<file path="src/shared/led_dim_pkg.sv">
// Constants, types and helpers for the power-on LED dimming settings block
// What this block does
// Four settings registers at 13h, 15h, 17h, 19h for LED groups 0, 1-3, 4-6, 7-9
// Bits 7:6 pick ramp-down time from fade time one to four
// Bits 5:3 pick low-brightness intensity, 0% up to 100%
// Bits 2:1 pick high-brightness time from the four fade times
// Bit 0 sets the low-brightness time of the group
// All LEDs of a group follow that register's fields during the effect
package led_dim_pkg;

    ////////////////////////////////////////////////////////////////////////////////
    // Register map
    localparam logic [7:0] REG_OUT0_OFS    = 8'h13;
    localparam logic [7:0] REG_OUT1TO3_OFS = 8'h15;
    localparam logic [7:0] REG_OUT4TO6_OFS = 8'h17;
    localparam logic [7:0] REG_OUT7TO9_OFS = 8'h19;
    localparam logic [7:0] CFG_RESET       = 8'h00;
    localparam logic [7:0] UNMAPPED_READ   = 8'h00;

    // Field positions
    localparam int TRD_MSB = 7;
    localparam int TRD_LSB = 6;
    localparam int LOW_MSB = 5;
    localparam int LOW_LSB = 3;
    localparam int TH_MSB  = 2;
    localparam int TH_LSB  = 1;
    localparam int TL_BIT  = 0;

    ////////////////////////////////////////////////////////////////////////////////
    // Sizes and timing
    localparam int         GROUPS       = 4;
    localparam int         LEDS         = 10;
    localparam int         FADE_W       = 16;
    localparam logic [6:0] PWM_LAST     = 7'h63;
    localparam logic [6:0] FULL_LEVEL   = 7'h64;
    localparam int         CLK_KHZ      = 10000;
    localparam int         TICK_TIME_MS = 1;
    localparam int         TICK_CYCLES  = TICK_TIME_MS * CLK_KHZ;
    localparam logic [6:0] DEV_ADDR_DEF = 7'h2a;

    typedef enum {I2C_IDLE, I2C_ADDR, I2C_ADDR_ACK, I2C_PTR, I2C_PTR_ACK,
                  I2C_WDATA, I2C_WACK, I2C_RDATA, I2C_RACK} i2c_state_t;
    typedef enum {EFF_OFF, EFF_HIGH, EFF_RAMP, EFF_LOW} eff_state_t;

    ////////////////////////////////////////////////////////////////////////////////
    // Helpers
    function automatic logic [6:0] low_percent(input logic [2:0] code);
        case (code)
            3'h0:    low_percent = 7'h00;
            3'h1:    low_percent = 7'h0a;
            3'h2:    low_percent = 7'h14;
            3'h3:    low_percent = 7'h1e;
            3'h4:    low_percent = 7'h28;
            3'h5:    low_percent = 7'h3c;
            3'h6:    low_percent = 7'h50;
            default: low_percent = 7'h64;
        endcase
    endfunction

    // Valid flag above a two-bit register index
    function automatic logic [2:0] reg_slot(input logic [7:0] a);
        case (a)
            REG_OUT0_OFS:    reg_slot = 3'h4;
            REG_OUT1TO3_OFS: reg_slot = 3'h5;
            REG_OUT4TO6_OFS: reg_slot = 3'h6;
            REG_OUT7TO9_OFS: reg_slot = 3'h7;
            default:         reg_slot = 3'h0;
        endcase
    endfunction

    function automatic logic [1:0] led_group(input int i);
        if (i == 0) begin
            led_group = 2'h0;
        end else if (i <= 3) begin
            led_group = 2'h1;
        end else if (i <= 6) begin
            led_group = 2'h2;
        end else begin
            led_group = 2'h3;
        end
    endfunction

endpackage

</file>
<file path="src/shared/effect_if.sv">
// Link between the settings block and one group's effect engine
interface effect_if;
    logic [7:0]                          cfg;
    logic [3:0][led_dim_pkg::FADE_W-1:0] fade;
    logic                                tick;
    logic                                start;
    logic [6:0]                          level;
    logic                                busy;

    modport ctrl (output cfg, output fade, output tick, output start,
                  input level, input busy);
    modport eng  (input cfg, input fade, input tick, input start,
                  output level, output busy);
endinterface

</file>
<file path="src/rtl/dim_effect_engine.sv">
// Power-on dimming sequence for one LED group
module dim_effect_engine
    import led_dim_pkg::*;
(
    input wire logic clk,
    input wire logic sys_rst,
    effect_if.eng    bus
);
    import led_dim_pkg::*;

    eff_state_t         state_reg;
    logic [FADE_W-1:0]  timer_reg;
    logic [FADE_W:0]    acc_reg;
    logic [6:0]         level_reg;
    logic [6:0]         low_lvl;
    logic [6:0]         span;
    logic [FADE_W-1:0]  t_rd;
    logic [FADE_W-1:0]  t_h;
    logic [FADE_W-1:0]  t_l;
    logic [FADE_W:0]    sum;

    ////////////////////////////////////////////////////////////////////////////////
    // Field decode
    assign t_rd    = bus.fade[bus.cfg[TRD_MSB:TRD_LSB]];
    assign low_lvl = low_percent(bus.cfg[LOW_MSB:LOW_LSB]);
    assign t_h     = bus.fade[bus.cfg[TH_MSB:TH_LSB]];
    assign t_l     = bus.fade[{1'b0, bus.cfg[TL_BIT]}];
    assign span    = 7'(FULL_LEVEL - low_lvl);
    assign sum     = 17'(acc_reg + {10'h000, span});

    ////////////////////////////////////////////////////////////////////////////////
    // Sequence: high, ramp down, low, off
    always_ff @(posedge clk) begin
        if (sys_rst) begin
            state_reg <= EFF_OFF;
            timer_reg <= '0;
            acc_reg   <= '0;
            level_reg <= 7'h00;
        end else if (bus.start) begin
            state_reg <= EFF_HIGH;
            timer_reg <= t_h;
            acc_reg   <= '0;
            level_reg <= FULL_LEVEL;
        end else if (bus.tick) begin
            case (state_reg)
                EFF_HIGH: begin
                    if (timer_reg <= 16'h0001) begin
                        state_reg <= EFF_RAMP;
                        timer_reg <= t_rd;
                        acc_reg   <= '0;
                    end else begin
                        timer_reg <= 16'(timer_reg - 16'h0001);
                    end
                end
                EFF_RAMP: begin
                    if (timer_reg <= 16'h0001) begin
                        state_reg <= EFF_LOW;
                        level_reg <= low_lvl;
                        timer_reg <= t_l;
                    end else begin
                        timer_reg <= 16'(timer_reg - 16'h0001);
                        if (sum >= {1'b0, t_rd}) begin
                            acc_reg <= 17'(sum - {1'b0, t_rd});
                            if (level_reg > low_lvl) begin
                                level_reg <= 7'(level_reg - 7'h01);
                            end
                        end else begin
                            acc_reg <= sum;
                        end
                    end
                end
                EFF_LOW: begin
                    if (timer_reg <= 16'h0001) begin
                        state_reg <= EFF_OFF;
                        level_reg <= 7'h00;
                    end else begin
                        timer_reg <= 16'(timer_reg - 16'h0001);
                    end
                end
                default: begin
                    level_reg <= 7'h00;
                end
            endcase
        end
    end

    assign bus.level = level_reg;
    assign bus.busy  = (state_reg != EFF_OFF);

endmodule // dim_effect_engine

</file>
<file path="src/rtl/led_power_on_dim_config.sv">
// Serial-link settings registers and LED drive for the power-on dimming effect
module led_power_on_dim_config #(
    parameter int         TICK_CYCLES_P = led_dim_pkg::TICK_CYCLES,
    parameter logic [6:0] DEV_ADDR      = led_dim_pkg::DEV_ADDR_DEF
) (
    input  wire logic                         clk,
    input  wire logic                         sys_rst,
    input  wire logic                         scl,
    input  wire logic                         sda_in,
    output wire logic                         sda_out,
    output wire logic                         sda_oe,
    input  wire logic                         effect_start,
    input  wire logic [led_dim_pkg::FADE_W-1:0] fade_time_one,
    input  wire logic [led_dim_pkg::FADE_W-1:0] fade_time_two,
    input  wire logic [led_dim_pkg::FADE_W-1:0] fade_time_three,
    input  wire logic [led_dim_pkg::FADE_W-1:0] fade_time_four,
    output wire logic [led_dim_pkg::LEDS-1:0]   led_output,
    output wire logic [led_dim_pkg::GROUPS-1:0] effect_busy
);
    import led_dim_pkg::*;

    logic              scl_d;
    logic              sda_d;
    logic              scl_rise;
    logic              scl_fall;
    logic              start_det;
    logic              stop_det;
    i2c_state_t        state_reg;
    logic [3:0]        bit_cnt_reg;
    logic [7:0]        shift_reg;
    logic [7:0]        tx_reg;
    logic [7:0]        ptr_reg;
    logic [7:0]        ptr_inc;
    logic [7:0]        rd_cur;
    logic [7:0]        rd_inc;
    logic              oe_reg;
    logic              rw_reg;
    logic              mack_reg;
    logic              wr_reg;
    logic [7:0]        wr_addr_reg;
    logic [7:0]        wr_data_reg;
    logic [3:0][7:0]   cfg_reg;
    logic [2:0]        wr_slot;
    logic [15:0]       tick_cnt_reg;
    logic              tick_reg;
    logic [6:0]        pwm_cnt_reg;
    logic [LEDS-1:0]   led_reg;
    logic [GROUPS-1:0][6:0] grp_level;
    logic [GROUPS-1:0] grp_busy;

    ////////////////////////////////////////////////////////////////////////////////
    // Line edges
    always_ff @(posedge clk) begin
        if (sys_rst) begin
            scl_d <= 1'b1;
            sda_d <= 1'b1;
        end else begin
            scl_d <= scl;
            sda_d <= sda_in;
        end
    end

    assign scl_rise  = scl & ~scl_d;
    assign scl_fall  = ~scl & scl_d;
    assign start_det = scl & scl_d & sda_d & ~sda_in;
    assign stop_det  = scl & scl_d & ~sda_d & sda_in;
    assign ptr_inc   = 8'(ptr_reg + 8'h01);

    function automatic logic [7:0] read_reg(input logic [7:0] a,
                                            input logic [3:0][7:0] r);
        logic [2:0] s;
        s = reg_slot(a);
        read_reg = s[2] ? r[s[1:0]] : UNMAPPED_READ;
    endfunction

    assign rd_cur = read_reg(ptr_reg, cfg_reg);
    assign rd_inc = read_reg(ptr_inc, cfg_reg);

    ////////////////////////////////////////////////////////////////////////////////
    // Serial slave
    always_ff @(posedge clk) begin
        if (sys_rst) begin
            state_reg   <= I2C_IDLE;
            bit_cnt_reg <= 4'h0;
            shift_reg   <= 8'h00;
            tx_reg      <= 8'h00;
            ptr_reg     <= 8'h00;
            oe_reg      <= 1'b0;
            rw_reg      <= 1'b0;
            mack_reg    <= 1'b0;
            wr_reg      <= 1'b0;
            wr_addr_reg <= 8'h00;
            wr_data_reg <= 8'h00;
        end else begin
            wr_reg <= 1'b0;
            if (start_det) begin
                state_reg   <= I2C_ADDR;
                bit_cnt_reg <= 4'h0;
                oe_reg      <= 1'b0;
            end else if (stop_det) begin
                state_reg <= I2C_IDLE;
                oe_reg    <= 1'b0;
            end else if (scl_rise) begin
                case (state_reg)
                    I2C_ADDR, I2C_PTR, I2C_WDATA: begin
                        shift_reg   <= {shift_reg[6:0], sda_in};
                        bit_cnt_reg <= 4'(bit_cnt_reg + 4'h1);
                    end
                    I2C_RACK: begin
                        mack_reg <= ~sda_in;
                    end
                    default: begin
                    end
                endcase
            end else if (scl_fall) begin
                case (state_reg)
                    I2C_ADDR: begin
                        if (bit_cnt_reg == 4'h8) begin
                            if (shift_reg[7:1] == DEV_ADDR) begin
                                state_reg <= I2C_ADDR_ACK;
                                rw_reg    <= shift_reg[0];
                                oe_reg    <= 1'b1;
                            end else begin
                                state_reg <= I2C_IDLE;
                            end
                        end
                    end
                    I2C_ADDR_ACK: begin
                        if (rw_reg) begin
                            state_reg   <= I2C_RDATA;
                            tx_reg      <= rd_cur;
                            oe_reg      <= ~rd_cur[7];
                            bit_cnt_reg <= 4'h1;
                        end else begin
                            state_reg   <= I2C_PTR;
                            oe_reg      <= 1'b0;
                            bit_cnt_reg <= 4'h0;
                        end
                    end
                    I2C_PTR: begin
                        if (bit_cnt_reg == 4'h8) begin
                            ptr_reg   <= shift_reg;
                            oe_reg    <= 1'b1;
                            state_reg <= I2C_PTR_ACK;
                        end
                    end
                    I2C_PTR_ACK, I2C_WACK: begin
                        if (state_reg == I2C_WACK) begin
                            ptr_reg <= ptr_inc;
                        end
                        oe_reg      <= 1'b0;
                        bit_cnt_reg <= 4'h0;
                        state_reg   <= I2C_WDATA;
                    end
                    I2C_WDATA: begin
                        if (bit_cnt_reg == 4'h8) begin
                            wr_reg      <= 1'b1;
                            wr_addr_reg <= ptr_reg;
                            wr_data_reg <= shift_reg;
                            oe_reg      <= 1'b1;
                            state_reg   <= I2C_WACK;
                        end
                    end
                    I2C_RDATA: begin
                        if (bit_cnt_reg == 4'h8) begin
                            oe_reg    <= 1'b0;
                            state_reg <= I2C_RACK;
                        end else begin
                            oe_reg      <= ~tx_reg[6];
                            tx_reg      <= {tx_reg[6:0], 1'b0};
                            bit_cnt_reg <= 4'(bit_cnt_reg + 4'h1);
                        end
                    end
                    I2C_RACK: begin
                        if (mack_reg) begin
                            ptr_reg     <= ptr_inc;
                            tx_reg      <= rd_inc;
                            oe_reg      <= ~rd_inc[7];
                            bit_cnt_reg <= 4'h1;
                            state_reg   <= I2C_RDATA;
                        end else begin
                            state_reg <= I2C_IDLE;
                        end
                    end
                    default: begin
                        oe_reg <= 1'b0;
                    end
                endcase
            end
        end
    end

    assign sda_out = 1'b0;
    assign sda_oe  = oe_reg;

    ////////////////////////////////////////////////////////////////////////////////
    // Settings registers
    assign wr_slot = reg_slot(wr_addr_reg);

    always_ff @(posedge clk) begin
        if (sys_rst) begin
            cfg_reg <= {GROUPS{CFG_RESET}};
        end else if (wr_reg && wr_slot[2]) begin
            cfg_reg[wr_slot[1:0]] <= wr_data_reg;
        end
    end

    ////////////////////////////////////////////////////////////////////////////////
    // Time base and PWM counter
    always_ff @(posedge clk) begin
        if (sys_rst) begin
            tick_cnt_reg <= 16'h0000;
            tick_reg     <= 1'b0;
        end else if (tick_cnt_reg >= 16'(TICK_CYCLES_P - 1)) begin
            tick_cnt_reg <= 16'h0000;
            tick_reg     <= 1'b1;
        end else begin
            tick_cnt_reg <= 16'(tick_cnt_reg + 16'h0001);
            tick_reg     <= 1'b0;
        end
    end

    always_ff @(posedge clk) begin
        if (sys_rst || pwm_cnt_reg == PWM_LAST) begin
            pwm_cnt_reg <= 7'h00;
        end else begin
            pwm_cnt_reg <= 7'(pwm_cnt_reg + 7'h01);
        end
    end

    ////////////////////////////////////////////////////////////////////////////////
    // One engine per group
    generate
        for (genvar g = 0; g < GROUPS; g++) begin : g_grp
            effect_if eif ();
            assign eif.cfg   = cfg_reg[g];
            assign eif.fade  = {fade_time_four, fade_time_three, fade_time_two, fade_time_one};
            assign eif.tick  = tick_reg;
            assign eif.start = effect_start;
            assign grp_level[g] = eif.level;
            assign grp_busy[g]  = eif.busy;
            dim_effect_engine u_eng (
                .clk     (clk),
                .sys_rst (sys_rst),
                .bus     (eif.eng)
            );
        end
    endgenerate

    ////////////////////////////////////////////////////////////////////////////////
    // LED drive, group shared
    generate
        for (genvar i = 0; i < LEDS; i++) begin : g_led
            localparam logic [1:0] GRP = led_group(i);
            always_ff @(posedge clk) begin
                if (sys_rst) begin
                    led_reg[i] <= 1'b0;
                end else begin
                    led_reg[i] <= (pwm_cnt_reg < grp_level[GRP]);
                end
            end
        end
    endgenerate

    assign led_output  = led_reg;
    assign effect_busy = grp_busy;

endmodule // led_power_on_dim_config

</file>
<file path="config.mk">
export PLATFORM = sky130hd
export DESIGN_NAME = led_power_on_dim_config
export DESIGN_NICKNAME = d
export VERILOG_FILES = /design/src/shared/led_dim_pkg.sv /design/src/shared/effect_if.sv /design/src/rtl/dim_effect_engine.sv /design/src/rtl/led_power_on_dim_config.sv
export SDC_FILE = /design/constraint.sdc
export NUM_CORES = 1
export LEC_CHECK = 0
export BUFFER_PORTS_ARGS = -buffer_cell sky130_fd_sc_hd__buf_2
export CAP_MARGIN = 25
export CELL_PAD_IN_SITES_DETAIL_PLACEMENT = 0
export CELL_PAD_IN_SITES_GLOBAL_PLACEMENT = 2
export CORE_ASPECT_RATIO = 0.75
export CORE_UTILIZATION = 44
export CTS_BUF_LIST = sky130_fd_sc_hd__clkbuf_8
export CTS_CLUSTER_DIAMETER = 50
export DETAILED_ROUTE_END_ITERATION = 6
export PLACE_DENSITY_LB_ADDON = 0.08
export REMOVE_ABC_BUFFERS = 1
export SKIP_CTS_REPAIR_TIMING = 1
export SLEW_MARGIN = 20
export SYNTH_ARGS = -nofsm -noshare
export SYNTH_HDL_FRONTEND = slang
export SYNTH_SLANG_ARGS = --single-unit
</file>
<file path="constraint.sdc">
create_clock -name clk -period 8 [get_ports clk]
set_input_delay 0.4 -clock clk [delete_from_list [all_inputs] [get_ports clk]]
set_output_delay 0.4 -clock clk [all_outputs]
set_load 0.005 [all_outputs]
</file>
==> reports/summary.txt <==
status: finished, final reports clean
Critical Path, Cell by Cell: inv_1 > a21boi_0 > inv_1 > ha_1 > xnor2_1 > ha_1 > nor2b_1 > o21a_1 > o21ai_0 > nand2b_1 > a21oi_1 > nor2_1 > xor2_1 > ha_1 > a21o_1 > a21oi_1 > o21ai_0 > o21ai_0 > and2_1 > nor3_1 > or3_1
Syn-to-layout area delta: 7.99%
Worst path slowest cell: and2_1
# DRC: 0
Top FF cell, synth: dfxtp_1
max_slew headroom: 27.4%
Port Buffers: 83
Total Routing Usage GR: 31.3%
# setup viols final: 0
IO Count: 85
Lkg Pwr: 11.3 nW
DR pass1 iterations: 5
post-synth design cell area: 26,600 µm²
Reg clk slew, reported paths: 70 ps
via count: 25,700
Cells after Synth: 3,216
share of layout cells above drive strength 1: 13.9%
Iter 0 DRT Violations: 2,668
crit path launch type: register
max-slew violations: 0
Req. time, crit path: 8570 ps
unrepaired setup endpoints after global routing: false
Die Span X: 286 µm
final WL: 98.3 mm
max-cap viol count: 0
Core Rows: 77
min cycle time layout: 6200 ps
final hold slack: 118 ps
worst vdd ir: 0.119 mV
worst slew pin tran: 1090 ps
Syn Area/Cell: 8.28 µm²
vias in the first global route: 24,100
root buf cell: clkbuf_8
Largest register FFs: 68
Worst Path Max Fanout: 25
Starting Density: 44.9%
DP Wirelength: 70.2 mm
fmax: 0.161 GHz
final setup TNS: 0 ps
core area: 59,300 µm²
Skew-Pair Late Insertion Delay: 710 ps
Fin. Hold Viols: 0
drt wl/cell: 24.5 µm
CTS sink cnt: 281
post-synthesis sequential area ratio: 21.1%
initial antenna violation count: 2
Synth warnings: 0
first-pass GRT wire length: 149 mm
routability cong.: 0.936
CTS tree: yes
Max Clock Skew: 49.1 ps
Power Dens Cells: 144 nW/µm²
# fillers: 5,883
cts bufs inserted: 55
post-synthesis async set-or-reset flop share: 0%
die area: 61,500 µm²
worst-case clock buffer depth: 3
worst hold path class: in -> reg
total congestion overflow: 0
Worst path max stage delay: 820 ps
die height: 215 µm
fin crit share: 77.5%
CP Class: reg -> reg
level count of the clock H-tree: 2
CP arrival: 6780 ps
DRT antenna net count: 0
largest net degree at the start of global routing: 66
Setup crit end kind: register
Cell variety after synth: 102
Post-synth EDFFs: 0
vias per std cell: 6.40
Nets: 3,453
number of synthesized register bits: 281
critical path: cells and delay by family, from the launching register on:
family	cells	cell delay [ps]
AO/OA/AOI/OAI	8	2380
buffers and inverters	2	260
XOR/XNOR	2	310
flip-flops	1	550
adder cells (fa/ha/maj)	3	850
AND/OR/NAND/NOR	6	1730
cells in the mapped netlist, types with 34 or more instances:
| master | number | area, µm² |
|---|---|---|
| xnor2_1 | 127 | 1110 |
| nor2b_1 | 40 | 250 |
| a22oi_1 | 52 | 390 |
| a21oi_1 | 223 | 1120 |
| mux4_2 | 136 | 3060 |
| dfxtp_1 | 281 | 5630 |
| ha_1 | 191 | 2390 |
| a21o_1 | 50 | 375 |
| o21ai_0 | 194 | 971 |
| nand2_1 | 223 | 837 |
| mux2_2 | 44 | 495 |
| inv_1 | 183 | 687 |
| xor2_1 | 69 | 604 |
| o221ai_1 | 36 | 315 |
| nand3_1 | 75 | 375 |
| clkbuf_1 | 173 | 649 |
| nand2b_1 | 34 | 213 |
| nor3_1 | 67 | 335 |
| nor2_1 | 322 | 1210 |
| mux2i_1 | 123 | 1230 |
layer usage:
metal  wire length (µm)  track usage, %  vias to the layer above
li1                   -               -                    11800
met1              45600            45.4                    12500
met2              40200            45.3                     1240
met3               9320            7.57                      195
met4               3180            9.63                        0
met5                  0               0                        -
stage by stage:
stage / total power [mW] / worst slack (ps) / utilization [%] / area [µm²] / instances
after detailed placement: 2.51 / 1890 / 46.4 / 27500 / 3913
after global placement: 2.50 / 2020 / 46.3 / 27500 / 3909
after floorplan: 2.17 / 1990 / - / 25700 / 2998
after CTS: 4.15 / 1840 / 48.4 / 28700 / 4012
after global routing: 4.33 / 1250 / 48.5 / 28800 / 4018
final: 4.15 / 1800 / 48.5 / 28800 / 4018
cell type report:
class,count,area [µm²],share of cell area [%]
inverter,185,696,2.42
tap,790,988,3.44
sequential,281,5630,19.6
multi-input combinational,2532,19500,67.6
clock buffer,67,922,3.21
clock inverter,32,268,0.931
antenna,1,2.50,0.00870
timing repair buffer,130,813,2.83
cell usage in the layout (no fill, tap or decap), drive strengths merged, types with 32 or more instances in the layout:
cell and n:
a21o 50, dfxtp 281, a21oi 225, nor2 324, o221ai 37, nor3 68, a22oi 52, inv 200
nor4 33, nand3 75, nand2 226, nand2b 35, xor2 69, mux4 136, ha 191, o21ai 196
nor2b 40, o22ai 32, nand4 32, mux2 44, buf 128, clkbuf 67, xnor2 127, mux2i 123
power breakdown:
part	internal, mW	total [mW]	switching [mW]
Clock	0.889	1.63	0.743
Sequential	1.45	1.53	0.0775
Combinational	0.382	0.988	0.606
Total	2.72	4.15	1.43
cell families after synthesis:
logic type,count (synthesis),synth area share (%)
buffers and inverters,405,6.03
adder cells (fa/ha/maj),199,9.57
AND/OR/NAND/NOR,985,18.1
other,1,0.0141
AO/OA/AOI/OAI,846,20.7
XOR/XNOR,196,6.44
multiplexers,303,18.0
flip-flops,281,21.1
path summary, 6_finish.rpt:
kind	depth (start not counted)	from	to	slack, ps
worst min register to register	2	g_grp[1].u_eng.acc_reg[13]	g_grp[1].u_eng.acc_reg[13]	450
worst min-delay path	2	sys_rst	g_grp[1].eif.cfg[7]	120
worst max register to register	21	g_grp[2].eif.cfg[5]	g_grp[2].u_eng.acc_reg[15]	1800
worst max-delay path	21	g_grp[2].eif.cfg[5]	g_grp[2].u_eng.acc_reg[15]	1800
No activity file was read; power rests on OpenSTA's default activity.
